`config.mk`:
```
export PLATFORM = sky130hd
export DESIGN_NAME = celp_encoder
export DESIGN_NICKNAME = d
export VERILOG_FILES = /design/src/hw/celp_pkg.sv /design/src/hw/celp_encoder.sv /design/src/hw/celp_fifo.sv
export VERILOG_INCLUDE_DIRS = /design/src /design/src/hw
export SDC_FILE = /design/constraint.sdc
export NUM_CORES = 2
export LEC_CHECK = 0
export BUFFER_PORTS_ARGS = -buffer_cell sky130_fd_sc_hd__buf_4
export CAP_MARGIN = 10
export CELL_PAD_IN_SITES_DETAIL_PLACEMENT = 1
export CELL_PAD_IN_SITES_GLOBAL_PLACEMENT = 2
export CORE_UTILIZATION = 30
export CTS_CLUSTER_DIAMETER = 60
export CTS_CLUSTER_SIZE = 24
export DETAILED_ROUTE_END_ITERATION = 8
export PLACE_DENSITY = 0.51
export SLEW_MARGIN = 20
export SYNTH_ARGS = -nofsm -noshare
export SYNTH_HDL_FRONTEND = slang
export SYNTH_SLANG_ARGS = --single-unit
```
`constraint.sdc`:
```
create_clock -name mclk_i -period 15.16 [get_ports mclk_i]
set_clock_uncertainty 0.2 [all_clocks]
set_input_delay 0.758 -clock mclk_i [delete_from_list [all_inputs] [get_ports mclk_i]]
set_output_delay 0.758 -clock mclk_i [all_outputs]
set_load 0.1 [all_outputs]
```
`src/hw/celp_defines.svh`:
```
// constants of the speech frame encoder
`ifndef CELP_DEFINES_SVH
`define CELP_DEFINES_SVH
`define CE_CLK_HZ 20000000
`define CE_FS_HZ 8000
`define CE_SMP_DIV (`CE_CLK_HZ / `CE_FS_HZ)
`define CE_FRAME_MS 20
`define CE_FRAME_LEN 160
`define CE_SUB_LEN 40
`define CE_NUM_SUB 4
`define CE_LP_ORDER 10
`define CE_LSB_PAD 3
`define CE_LIN_BITS 13
`define CE_G1_HI 16'h7333
`define CE_G1_LO 16'h7852
`define CE_G2 16'h4ccd
`define CE_SMQ_BITS 38
`define CE_GAIN_SCALAR_P 4
`define CE_GAIN_SCALAR_C 5
`define CE_MU_BIAS 14'h0084
`define CE_A_SEG1 13'h0108
`endif

```
`src/hw/celp_pkg.sv`:
```
// types of the speech frame encoder
package celp_pkg;
    typedef enum logic [2:0] {
        CE_M475 = 3'h0, CE_M515 = 3'h1, CE_M590 = 3'h2, CE_M670 = 3'h3,
        CE_M740 = 3'h4, CE_M795 = 3'h5, CE_M102 = 3'h6, CE_M122 = 3'h7
    } celp_mode_e;
    typedef enum logic [1:0] {
        CE_FMT_LIN = 2'h0, CE_FMT_ALAW = 2'h1, CE_FMT_ULAW = 2'h2
    } celp_fmt_e;
    typedef enum logic [5:0] {
        CE_S_IDLE = 6'h01, CE_S_LP = 6'h02, CE_S_OL = 6'h04,
        CE_S_SUB = 6'h08, CE_S_EMIT = 6'h10, CE_S_UPD = 6'h20
    } celp_state_e;
endpackage : celp_pkg

```
`src/hw/celp_encoder.sv`:
```
// speech frame encoder: sample intake, frame sequencing, bit emission
`timescale 1ns/1ps
`default_nettype none
`include "celp_defines.svh"
module celp_encoder
#(
    parameter int FIFO_DEPTH = 16
) (
    input wire logic mclk_i,
    input wire logic rstn_i,
    input wire logic smp_stb_i,
    input wire logic [15:0] smp_i,
    input wire celp_pkg::celp_fmt_e fmt_i,
    input wire celp_pkg::celp_mode_e mode_i,
    output logic bit_o,
    output logic bit_vld_o,
    output logic frame_start_o,
    output logic frame_end_o,
    output logic [2:0] frame_mode_o,
    output logic [7:0] sub_idx_o,
    output logic [15:0] dec_smp_o,
    output logic overrun_o
);
    import celp_pkg::*;

    // ------------------------------------------------------------
    // g711 expansion
    // ------------------------------------------------------------
    function automatic logic [12:0] alaw_exp(input logic [7:0] c);
        logic [7:0] x;
        logic [12:0] m;
        x = c ^ 8'h55;
        if (x[6:4] == 3'h0) m = {5'h00, x[3:0], 4'h8} >> 3;
        else m = 13'(16'((({12'h001, x[3:0]} << 4) | 16'h0008) <<
                 (x[6:4] - 3'h1)) >> 3);
        return x[7] ? m : 13'(-m);
    endfunction : alaw_exp
    function automatic logic [12:0] ulaw_exp(input logic [7:0] c);
        logic [7:0] x;
        logic [15:0] m;
        x = ~c;
        m = 16'((({12'h000, x[3:0]} << 3) + 16'(`CE_MU_BIAS)) << x[6:4]);
        m = m - 16'(`CE_MU_BIAS);
        return x[7] ? 13'(-(m >> 3)) : 13'(m >> 3);
    endfunction : ulaw_exp

    // ------------------------------------------------------------
    // input synchronisers and sample conversion
    // ------------------------------------------------------------
    typedef struct packed {
        logic [2:0] stb_sync;
        logic [15:0] smp_s1;
        logic [15:0] smp_s2;
        logic [15:0] lin;
        logic lin_vld;
        celp_state_e st;
        logic [7:0] cnt;
        logic [7:0] sub;
        logic [1:0] lp_pass;
        celp_mode_e fmode;
        logic [15:0] g1;
        logic [15:0] ol_lag;
        logic [7:0] bitcnt;
        logic [7:0] fbits;
        logic [15:0] sh;
        logic [3:0] shcnt;
        logic [31:0] acc;
        logic [15:0] exc;
        logic bit_q;
        logic bit_vld;
        logic fs;
        logic fe;
        logic [15:0] dec;
        logic ovr;
    } celp_enc_s;
    celp_enc_s s_r, s_nxt;
    logic [15:0] fifo_dout;
    logic fifo_ovld, fifo_ordy, fifo_irdy;
    logic [15:0] lpc [`CE_LP_ORDER];
    logic [15:0] mem_syn [`CE_LP_ORDER];
    logic [15:0] frame_buf [`CE_FRAME_LEN];
    logic [7:0] wr_idx_r;
    logic frame_full;
    // eight modes mapped to frame bit totals
    function automatic logic [7:0] frame_bits(input celp_mode_e m);
        case (m)
            CE_M475: return 8'd95;
            CE_M515: return 8'd103;
            CE_M590: return 8'd118;
            CE_M670: return 8'd134;
            CE_M740: return 8'd148;
            CE_M795: return 8'd159;
            CE_M102: return 8'd204;
            default: return 8'd244;
        endcase
    endfunction : frame_bits
    function automatic logic [15:0] to_word(input logic [12:0] v);
        return {v, `CE_LSB_PAD'(0)};
    endfunction : to_word
    // sample strobe edge, read from second and third flops
    wire stb_rise = s_r.stb_sync[1] & ~s_r.stb_sync[2];

    celp_fifo #(.WIDTH(16), .DEPTH(FIFO_DEPTH)) u_fifo (
        .mclk_i(mclk_i),
        .rstn_i(rstn_i),
        .in_valid_i(s_r.lin_vld),
        .in_ready_o(fifo_irdy),
        .in_data_i(s_r.lin),
        .out_valid_o(fifo_ovld),
        .out_ready_i(fifo_ordy),
        .out_data_o(fifo_dout)
    );
    // fifo drains only while frame buffer is being filled
    assign frame_full = (wr_idx_r == 8'(`CE_FRAME_LEN));
    assign fifo_ordy = ~frame_full;

    // ------------------------------------------------------------
    // frame buffer and filter memories
    // ------------------------------------------------------------
    always_ff @(posedge mclk_i or negedge rstn_i) begin
        if (!rstn_i) begin
            wr_idx_r <= 8'h00;
        end else if (fifo_ovld & fifo_ordy) begin
            wr_idx_r <= wr_idx_r + 8'h01;
        end else if (frame_full && s_r.st == CE_S_IDLE) begin
            wr_idx_r <= 8'h00;
        end
    end
    always_ff @(posedge mclk_i) begin
        if (fifo_ovld & fifo_ordy) frame_buf[wr_idx_r] <= fifo_dout;
    end

    // order-ten all-pole state; updated with excitation
    genvar gi;
    generate
        for (gi = 0; gi < `CE_LP_ORDER; gi++) begin : g_mem
            always_ff @(posedge mclk_i or negedge rstn_i) begin
                if (!rstn_i) begin
                    mem_syn[gi] <= 16'h0000;
                    lpc[gi] <= 16'h0000;
                end else begin
                    if (s_r.st == CE_S_UPD) begin
                        mem_syn[gi] <= (gi == 0) ? s_r.exc :
                                       mem_syn[(gi == 0) ? 0 : gi - 1];
                    end
                    if (s_r.st == CE_S_LP && s_r.cnt < 8'(`CE_SUB_LEN)) begin
                        lpc[gi] <= lpc[gi] + 16'((32'(frame_buf[s_r.cnt])
                                   * 32'(s_r.g1)) >> 15);
                    end
                end
            end
        end
    endgenerate

    // ------------------------------------------------------------
    // sequencer
    // ------------------------------------------------------------
    always_comb begin
        s_nxt = s_r;
        s_nxt.stb_sync = {s_r.stb_sync[1:0], smp_stb_i};
        s_nxt.smp_s1 = smp_i;
        s_nxt.smp_s2 = s_r.smp_s1;
        s_nxt.lin_vld = 1'b0;
        s_nxt.bit_vld = 1'b0;
        s_nxt.fs = 1'b0;
        s_nxt.fe = 1'b0;
        // every strobe sample taken, loss flagged
        if (stb_rise) begin
            s_nxt.lin_vld = 1'b1;
            case (fmt_i)
                CE_FMT_ALAW: s_nxt.lin = to_word(alaw_exp(s_r.smp_s2[7:0]));
                CE_FMT_ULAW: s_nxt.lin = to_word(ulaw_exp(s_r.smp_s2[7:0]));
                default: s_nxt.lin = to_word(s_r.smp_s2[15:`CE_LSB_PAD]);
            endcase
            if (!fifo_irdy) s_nxt.ovr = 1'b1;
        end
        case (s_r.st)
            CE_S_IDLE: begin
                // start once 160 samples are held
                if (frame_full) begin
                    s_nxt.fmode = mode_i;
                    s_nxt.g1 = (mode_i == CE_M122 || mode_i == CE_M102) ?
                               `CE_G1_HI : `CE_G1_LO;
                    s_nxt.lp_pass = (mode_i == CE_M122) ? 2'h2 : 2'h1;
                    s_nxt.fbits = frame_bits(mode_i);
                    s_nxt.sub = 8'h00;
                    s_nxt.cnt = 8'h00;
                    s_nxt.bitcnt = 8'h00;
                    s_nxt.fs = 1'b1;
                    s_nxt.st = CE_S_LP;
                end
            end
            CE_S_LP: begin
                s_nxt.cnt = s_r.cnt + 8'h01;
                if (s_r.cnt == 8'(`CE_SUB_LEN)) begin
                    s_nxt.cnt = 8'h00;
                    s_nxt.lp_pass = s_r.lp_pass - 2'h1;
                    // quantiser choice; sets feed the emitted word
                    if (s_r.lp_pass == 2'h1) begin
                        s_nxt.acc = s_r.acc ^ 32'(s_r.g1);
                        s_nxt.st = CE_S_OL;
                    end
                end
            end
            CE_S_OL: begin
                s_nxt.ol_lag = frame_buf[8'(s_r.sub * `CE_SUB_LEN)] ^
                               lpc[0] ^ `CE_G2;
                s_nxt.st = CE_S_SUB;
            end
            CE_S_SUB: begin
                s_nxt.cnt = s_r.cnt + 8'h01;
                s_nxt.acc = s_r.acc + 32'(frame_buf[8'(s_r.sub *
                            `CE_SUB_LEN) + s_r.cnt]) - 32'(mem_syn[0]);
                if (s_r.cnt == 8'(`CE_SUB_LEN - 1)) begin
                    // excitation from past lag, frac resolution
                    s_nxt.exc = s_r.acc[15:0] + s_r.ol_lag;
                    s_nxt.sh = s_r.acc[31:16];
                    s_nxt.shcnt = 4'hf;
                    s_nxt.cnt = 8'h00;
                    s_nxt.st = CE_S_EMIT;
                end
            end
            CE_S_EMIT: begin
                // msb first; exact bit total per frame
                s_nxt.bit_q = s_r.sh[15];
                s_nxt.bit_vld = 1'b1;
                s_nxt.sh = {s_r.sh[14:0], 1'b0};
                s_nxt.shcnt = s_r.shcnt - 4'h1;
                s_nxt.bitcnt = s_r.bitcnt + 8'h01;
                if (s_r.bitcnt + 8'h01 == s_r.fbits) begin
                    s_nxt.fe = 1'b1;
                    s_nxt.st = CE_S_UPD;
                end else if (s_r.shcnt == 4'h0) begin
                    s_nxt.st = CE_S_UPD;
                end
            end
            CE_S_UPD: begin
                // four subframes; excitation word joins stream
                s_nxt.dec = {s_r.exc[15:`CE_LSB_PAD], `CE_LSB_PAD'(0)};
                if (s_r.bitcnt == s_r.fbits) begin
                    s_nxt.st = CE_S_IDLE;
                end else if (s_r.sub != 8'(`CE_NUM_SUB - 1)) begin
                    s_nxt.sub = s_r.sub + 8'h01;
                    s_nxt.st = (s_r.sub[0] == 1'b1 &&
                                s_r.fmode != CE_M515 &&
                                s_r.fmode != CE_M475) ? CE_S_OL : CE_S_SUB;
                end else begin
                    s_nxt.sh = s_r.exc;
                    s_nxt.shcnt = 4'hf;
                    s_nxt.st = CE_S_EMIT;
                end
            end
            default: s_nxt.st = CE_S_IDLE;
        endcase
    end

    always_ff @(posedge mclk_i or negedge rstn_i) begin
        if (!rstn_i) begin
            s_r <= '0;
            s_r.st <= CE_S_IDLE;
        end else begin
            s_r <= s_nxt;
        end
    end

    // ------------------------------------------------------------
    // outputs
    // ------------------------------------------------------------
    assign bit_o = s_r.bit_q;
    assign bit_vld_o = s_r.bit_vld;
    assign frame_start_o = s_r.fs;
    assign frame_end_o = s_r.fe;
    assign frame_mode_o = s_r.fmode;
    assign sub_idx_o = s_r.sub;
    assign dec_smp_o = s_r.dec;
    assign overrun_o = s_r.ovr;

    // ------------------------------------------------------------
    // checks
    // ------------------------------------------------------------
    property p_pad_zero;
        @(posedge mclk_i) disable iff (!rstn_i)
        s_r.lin_vld |-> s_r.lin[2:0] == 3'h0;
    endproperty
    a_pad_zero: assert property (p_pad_zero)
        else $error("sample low bits not zero");
    property p_dec_fmt;
        @(posedge mclk_i) disable iff (!rstn_i)
        dec_smp_o[2:0] == 3'h0;
    endproperty
    a_dec_fmt: assert property (p_dec_fmt)
        else $error("decoded sample not left justified");
    property p_mode_hold;
        @(posedge mclk_i) disable iff (!rstn_i)
        (s_r.st != CE_S_IDLE) |=> $stable(s_r.fmode) || $past(s_r.fs);
    endproperty
    a_mode_hold: assert property (p_mode_hold)
        else $error("mode changed inside a frame");
    property p_g1;
        @(posedge mclk_i) disable iff (!rstn_i)
        s_r.fs |-> s_r.g1 == ((s_r.fmode == CE_M122 ||
            s_r.fmode == CE_M102) ? `CE_G1_HI : `CE_G1_LO);
    endproperty
    a_g1: assert property (p_g1)
        else $error("weighting factor wrong for mode");
    property p_lp_pass;
        @(posedge mclk_i) disable iff (!rstn_i)
        s_r.fs |-> s_r.lp_pass == ((s_r.fmode == CE_M122) ? 2'h2 : 2'h1);
    endproperty
    a_lp_pass: assert property (p_lp_pass)
        else $error("lp pass count wrong");
    property p_bits;
        @(posedge mclk_i) disable iff (!rstn_i)
        s_r.fe |-> s_r.bitcnt == frame_bits(s_r.fmode);
    endproperty
    a_bits: assert property (p_bits)
        else $error("frame bit total wrong");
    property p_sub_max;
        @(posedge mclk_i) disable iff (!rstn_i)
        s_r.sub < 8'(`CE_NUM_SUB);
    endproperty
    a_sub_max: assert property (p_sub_max)
        else $error("subframe index out of range");
    property p_msb;
        @(posedge mclk_i) disable iff (!rstn_i)
        (s_r.st == CE_S_EMIT) |=> s_r.bit_q == $past(s_r.sh[15]);
    endproperty
    a_msb: assert property (p_msb)
        else $error("bit not msb first");
endmodule : celp_encoder
`default_nettype wire

```
`src/hw/celp_fifo.sv`:
```
// sample fifo with valid/ready on both sides
`timescale 1ns/1ps
`default_nettype none
module celp_fifo #(
    parameter int WIDTH = 16,
    parameter int DEPTH = 16
) (
    input wire logic mclk_i,
    input wire logic rstn_i,
    input wire logic in_valid_i,
    output logic in_ready_o,
    input wire logic [WIDTH-1:0] in_data_i,
    output logic out_valid_o,
    input wire logic out_ready_i,
    output logic [WIDTH-1:0] out_data_o
);
    localparam int AW = $clog2(DEPTH);
    logic [WIDTH-1:0] mem [DEPTH];
    typedef struct packed {
        logic [AW-1:0] wp;
        logic [AW-1:0] rp;
        logic [AW:0] cnt;
    } celp_fifo_s;
    celp_fifo_s st_r, st_nxt;
    logic wr, rd;
    assign in_ready_o = (st_r.cnt != (AW+1)'(DEPTH));
    assign out_valid_o = (st_r.cnt != '0);
    assign out_data_o = mem[st_r.rp];
    assign wr = in_valid_i & in_ready_o;
    assign rd = out_valid_o & out_ready_i;
    always_comb begin
        st_nxt = st_r;
        if (wr) st_nxt.wp = st_r.wp + 1'b1;
        if (rd) st_nxt.rp = st_r.rp + 1'b1;
        st_nxt.cnt = st_r.cnt + (AW+1)'(wr) - (AW+1)'(rd);
    end
    always_ff @(posedge mclk_i or negedge rstn_i) begin
        if (!rstn_i) st_r <= '0;
        else st_r <= st_nxt;
    end
    always_ff @(posedge mclk_i) begin
        if (wr) mem[st_r.wp] <= in_data_i;
    end
endmodule : celp_fifo
`default_nettype wire

```
==> summary.md <==
| Metric | Value |
|---|---|
| Status | `completed` |
| Synth area leaders | `edfxtp_1, mux4_2, dfrtp_1, ha_1, mux2i_1` |
| Mapped Cells | `6497` |
| Slowest cell on the critical path | `dfrtp_4` |
| Critical path required time | `15.79 ns` |
| Share of the synthesized area in the top cell type | `61.2%` |
| CTS Sinks | `2524` |
| Die X | `614 um` |
| Worst vdd ir | `173 uV` |
| Tightest Pin Transition | `1.27 ns` |
| DRC viols | `0` |
| Worst-skew pair later-pin latency | `0.95 ns` |
| Vias in the first global route | `64800` |
| Clk root buf | `clkbuf_16` |
| Ys async rst share | `9.35%` |
| Initial Util | `30.2%` |
| Max Clk Rate | `0.0791 GHz` |
| Global-route wire length before repair | `542 mm` |
| Worst-path clk slew | `0.08 ns` |
| Post-route clock period utilization | `83.4%` |
| Routed Antenna Nets | `0` |
| Worst Path Arrival | `13.26 ns` |
| FILL cells | `37200` |
| CTS H-tree depth | `5` |
| Post-cts repair resize count | `0` |
| Pwr dens | `168 nW/um^2` |
| Post-synth EDFFs | `2288` |
| Input/output buffers | `52` |
| Min-Delay Path Class | `register to register` |
| Core Util, Final | `34.7%` |
| Unrepaired setup endpoints after global routing | `no` |
| Synth unique cells | `87` |
| Fin nets | `7112` |
| R2r startpoint | `s_r[151]` |
| R2r worst-path depth | `45` |
| Total global routing overflow | `0` |
| CP max FO | `55` |
| Total wire length | `392 mm` |
| Die height | `614 um` |
| Hold path startpoint | `s_nxt[184]` |
| Via density | `5.19` |
| FF-to-FF End | `lpc[159]` |
| Slew headroom | `14.6%` |
| Startpoint class of the critical path | `register` |
| Register area share after synthesis | `66.4%` |
| Fin Setup TNS | `0 ns` |
| Synth Register Bits | `2524` |
| Ports | `56` |
| Hpwl dp | `264 mm` |
| CTS buffer count | `265` |
| Final hold violation count | `0` |
| Top FF cell, synth | `edfxtp_1` |
| Worst hold path cell count | `0` |
| Max Transition Viols Final | `0` |
| GPL Wtd Cong | `0.852` |
| Max-Cap Viols | `0` |
| Total GRT Usage | `20.7%` |
| Reg-to-reg slack, setup | `2.52 ns` |
| Minimum clock period | `12.64 ns` |
| Syn_area_per_cell | `17.3 um^2` |
| Critical path type | `register to register` |
| CTS tree | `yes` |
| Core Region | `372000 um^2` |
| Die footprint | `377000 um^2` |
| Via Count | `62100` |
| Leading area contributor after synthesis | `edfxtp_1` |
| Initial antenna violation count | `27` |
| Violation count after the first detailed-routing iteration | `5523` |
| Pleak | `42.2 nW` |
| Synth top cells by count | `edfxtp_1, mux4_2, nor2_1, nand2_1, inv_1` |
| Ys Warns | `0` |
| Cell Rows | `224` |
| Final setup viols | `0` |
| Max incr delay on CP | `0.92 ns` |
| Count leader, synth | `edfxtp_1` |
| Pre-Repair DR Iteration Count | `7` |
| Clk buf depth | `4` |
| Hold Path Sink | `s_r[184]` |
| Post-Syn Area | `112000 um^2` |
| Area delta synth->final | `15.2%` |
| Critical Path Sink Type | `register` |
| Pin count of the biggest net entering global routing | `99` |
| Wire length per cell | `32.8 um` |
| Fraction of layout cells with a size suffix above 1 | `24.9%` |
==> worst max-delay path, delay by kind of cell, from the launching register on <==
kind / cells / cell delay, ns
AO/OA/AOI/OAI: 15 / 3.79
adder cells (fa/ha/maj): 8 / 3.63
AND/OR/NAND/NOR: 8 / 1.53
buffers and inverters: 9 / 1.40
flip-flops: 1 / 0.92
multiplexers: 2 / 0.42
XOR/XNOR: 3 / 0.40
==> cell families after synthesis <==
| group | after synthesis | share of synthesized area, % |
|---|---|---|
| fa+ha+maj | 336 | 4.44 |
| other cells | 1 | 0.00334 |
| xor+xnor | 162 | 1.26 |
| buf+inv | 666 | 2.64 |
| simple gates | 1013 | 3.92 |
| mux | 1032 | 17.1 |
| flops | 2524 | 66.4 |
| compound gates | 763 | 4.20 |
==> per-stage QoR <==
step | power [mW] | worst slack (ns) | hold WS (ns) | instance area, um^2 | instances
2_1_floorplan | 12.7 | 4.48 | 0.131 | 112000 | 6499
3_3_place_gp | 15.0 | 2.43 | 0.135 | 120000 | 11400
3_5_place_dp | 15.2 | 2.42 | 0.136 | 120000 | 11400
4_1_cts | 22.1 | 2.34 | 0.154 | 129000 | 11900
5_1_grt | 22.6 | 2.02 | 0.166 | 129000 | 12000
6_report | 21.8 | 2.52 | 0.152 | 129000 | 12000
==> worst max path at each step <==
stage	from	to	slack [ns]	cells past startpoint
finish	s_r[151]	lpc[159]	2.52	45
global route	s_r[151]	lpc[159]	2.02	45
CTS	s_r[151]	lpc[159]	2.34	43
detailed placement	s_r[150]	lpc[159]	2.42	43
global placement	s_r[151]	lpc[159]	2.43	43
floorplan	s_r[150]	lpc[159]	4.48	49
==> routing by layer <==
metal | GRT usage, % | part of all wire (%) | vias up
met5 | 0 | 0.0087 | -
met4 | 5.00 | 2.5 | 4
met3 | 2.93 | 4.9 | 411
met2 | 35.1 | 49 | 1492
met1 | 27.9 | 43 | 34200
li1 | - | - | 26000
==> cell type report <==
class	count	area, um^2	area share, %
sequential	2524	74600	57.7
clock inverter	197	2220	1.72
multi-input combinational	3309	35200	27.2
tap	4972	6220	4.81
timing repair buffer	351	2940	2.27
inverter	301	1130	0.875
antenna	14	35.0	0.0271
clock buffer	287	6950	5.37
==> cell usage in the layout, fill, tap and decap left out, drive strengths merged, types with 25 or more instances in the layout <==
cell type | Yosys | layout
xor2 | 60 | 60
o22ai | 26 | 26
clkinv | 6 | 92
ha | 232 | 232
a22oi | 41 | 41
clkbuf | 192 | 287
mux2 | 101 | 101
edfxtp | 2288 | 2288
a211oi | 58 | 58
inv | 295 | 372
xnor2 | 102 | 102
a21oi | 175 | 175
nor2b | 32 | 32
dfrtp | 235 | 235
mux2i | 234 | 234
nand3 | 58 | 58
nor2 | 380 | 380
nand2 | 377 | 377
and3 | 25 | 25
fa | 104 | 104
o21ai | 273 | 273
buf | 173 | 328
mux4 | 697 | 697
and2 | 29 | 29
==> report_power, final <==
group | total, mW | internal [mW] | switching [mW]
clock | 6.89 | 3.68 | 3.21
sequential | 9.97 | 9.81 | 0.160
combinational | 4.90 | 1.13 | 3.77
total | 21.8 | 14.6 | 7.14
==> sequential cells by signal, summed over array words and instances (netlist names), 3 cells and up <==
signal        flops
u_fifo.st_r      13
wr_idx_r          8
frame_buf      2080
u_fifo.mem      208
s_nxt            18
mem_syn          16
sub_idx_o         8
frame_mode_o      3
s_r             149
lpc              16
==> repair_timing <==
item / 4_1_cts / 5_1_grt
hold endpoints to repair: 107 / 0
hold buffers: 23 / 0
buffers inserted: 0 / 0
No activity file was read; power rests on OpenSTA's default activity.
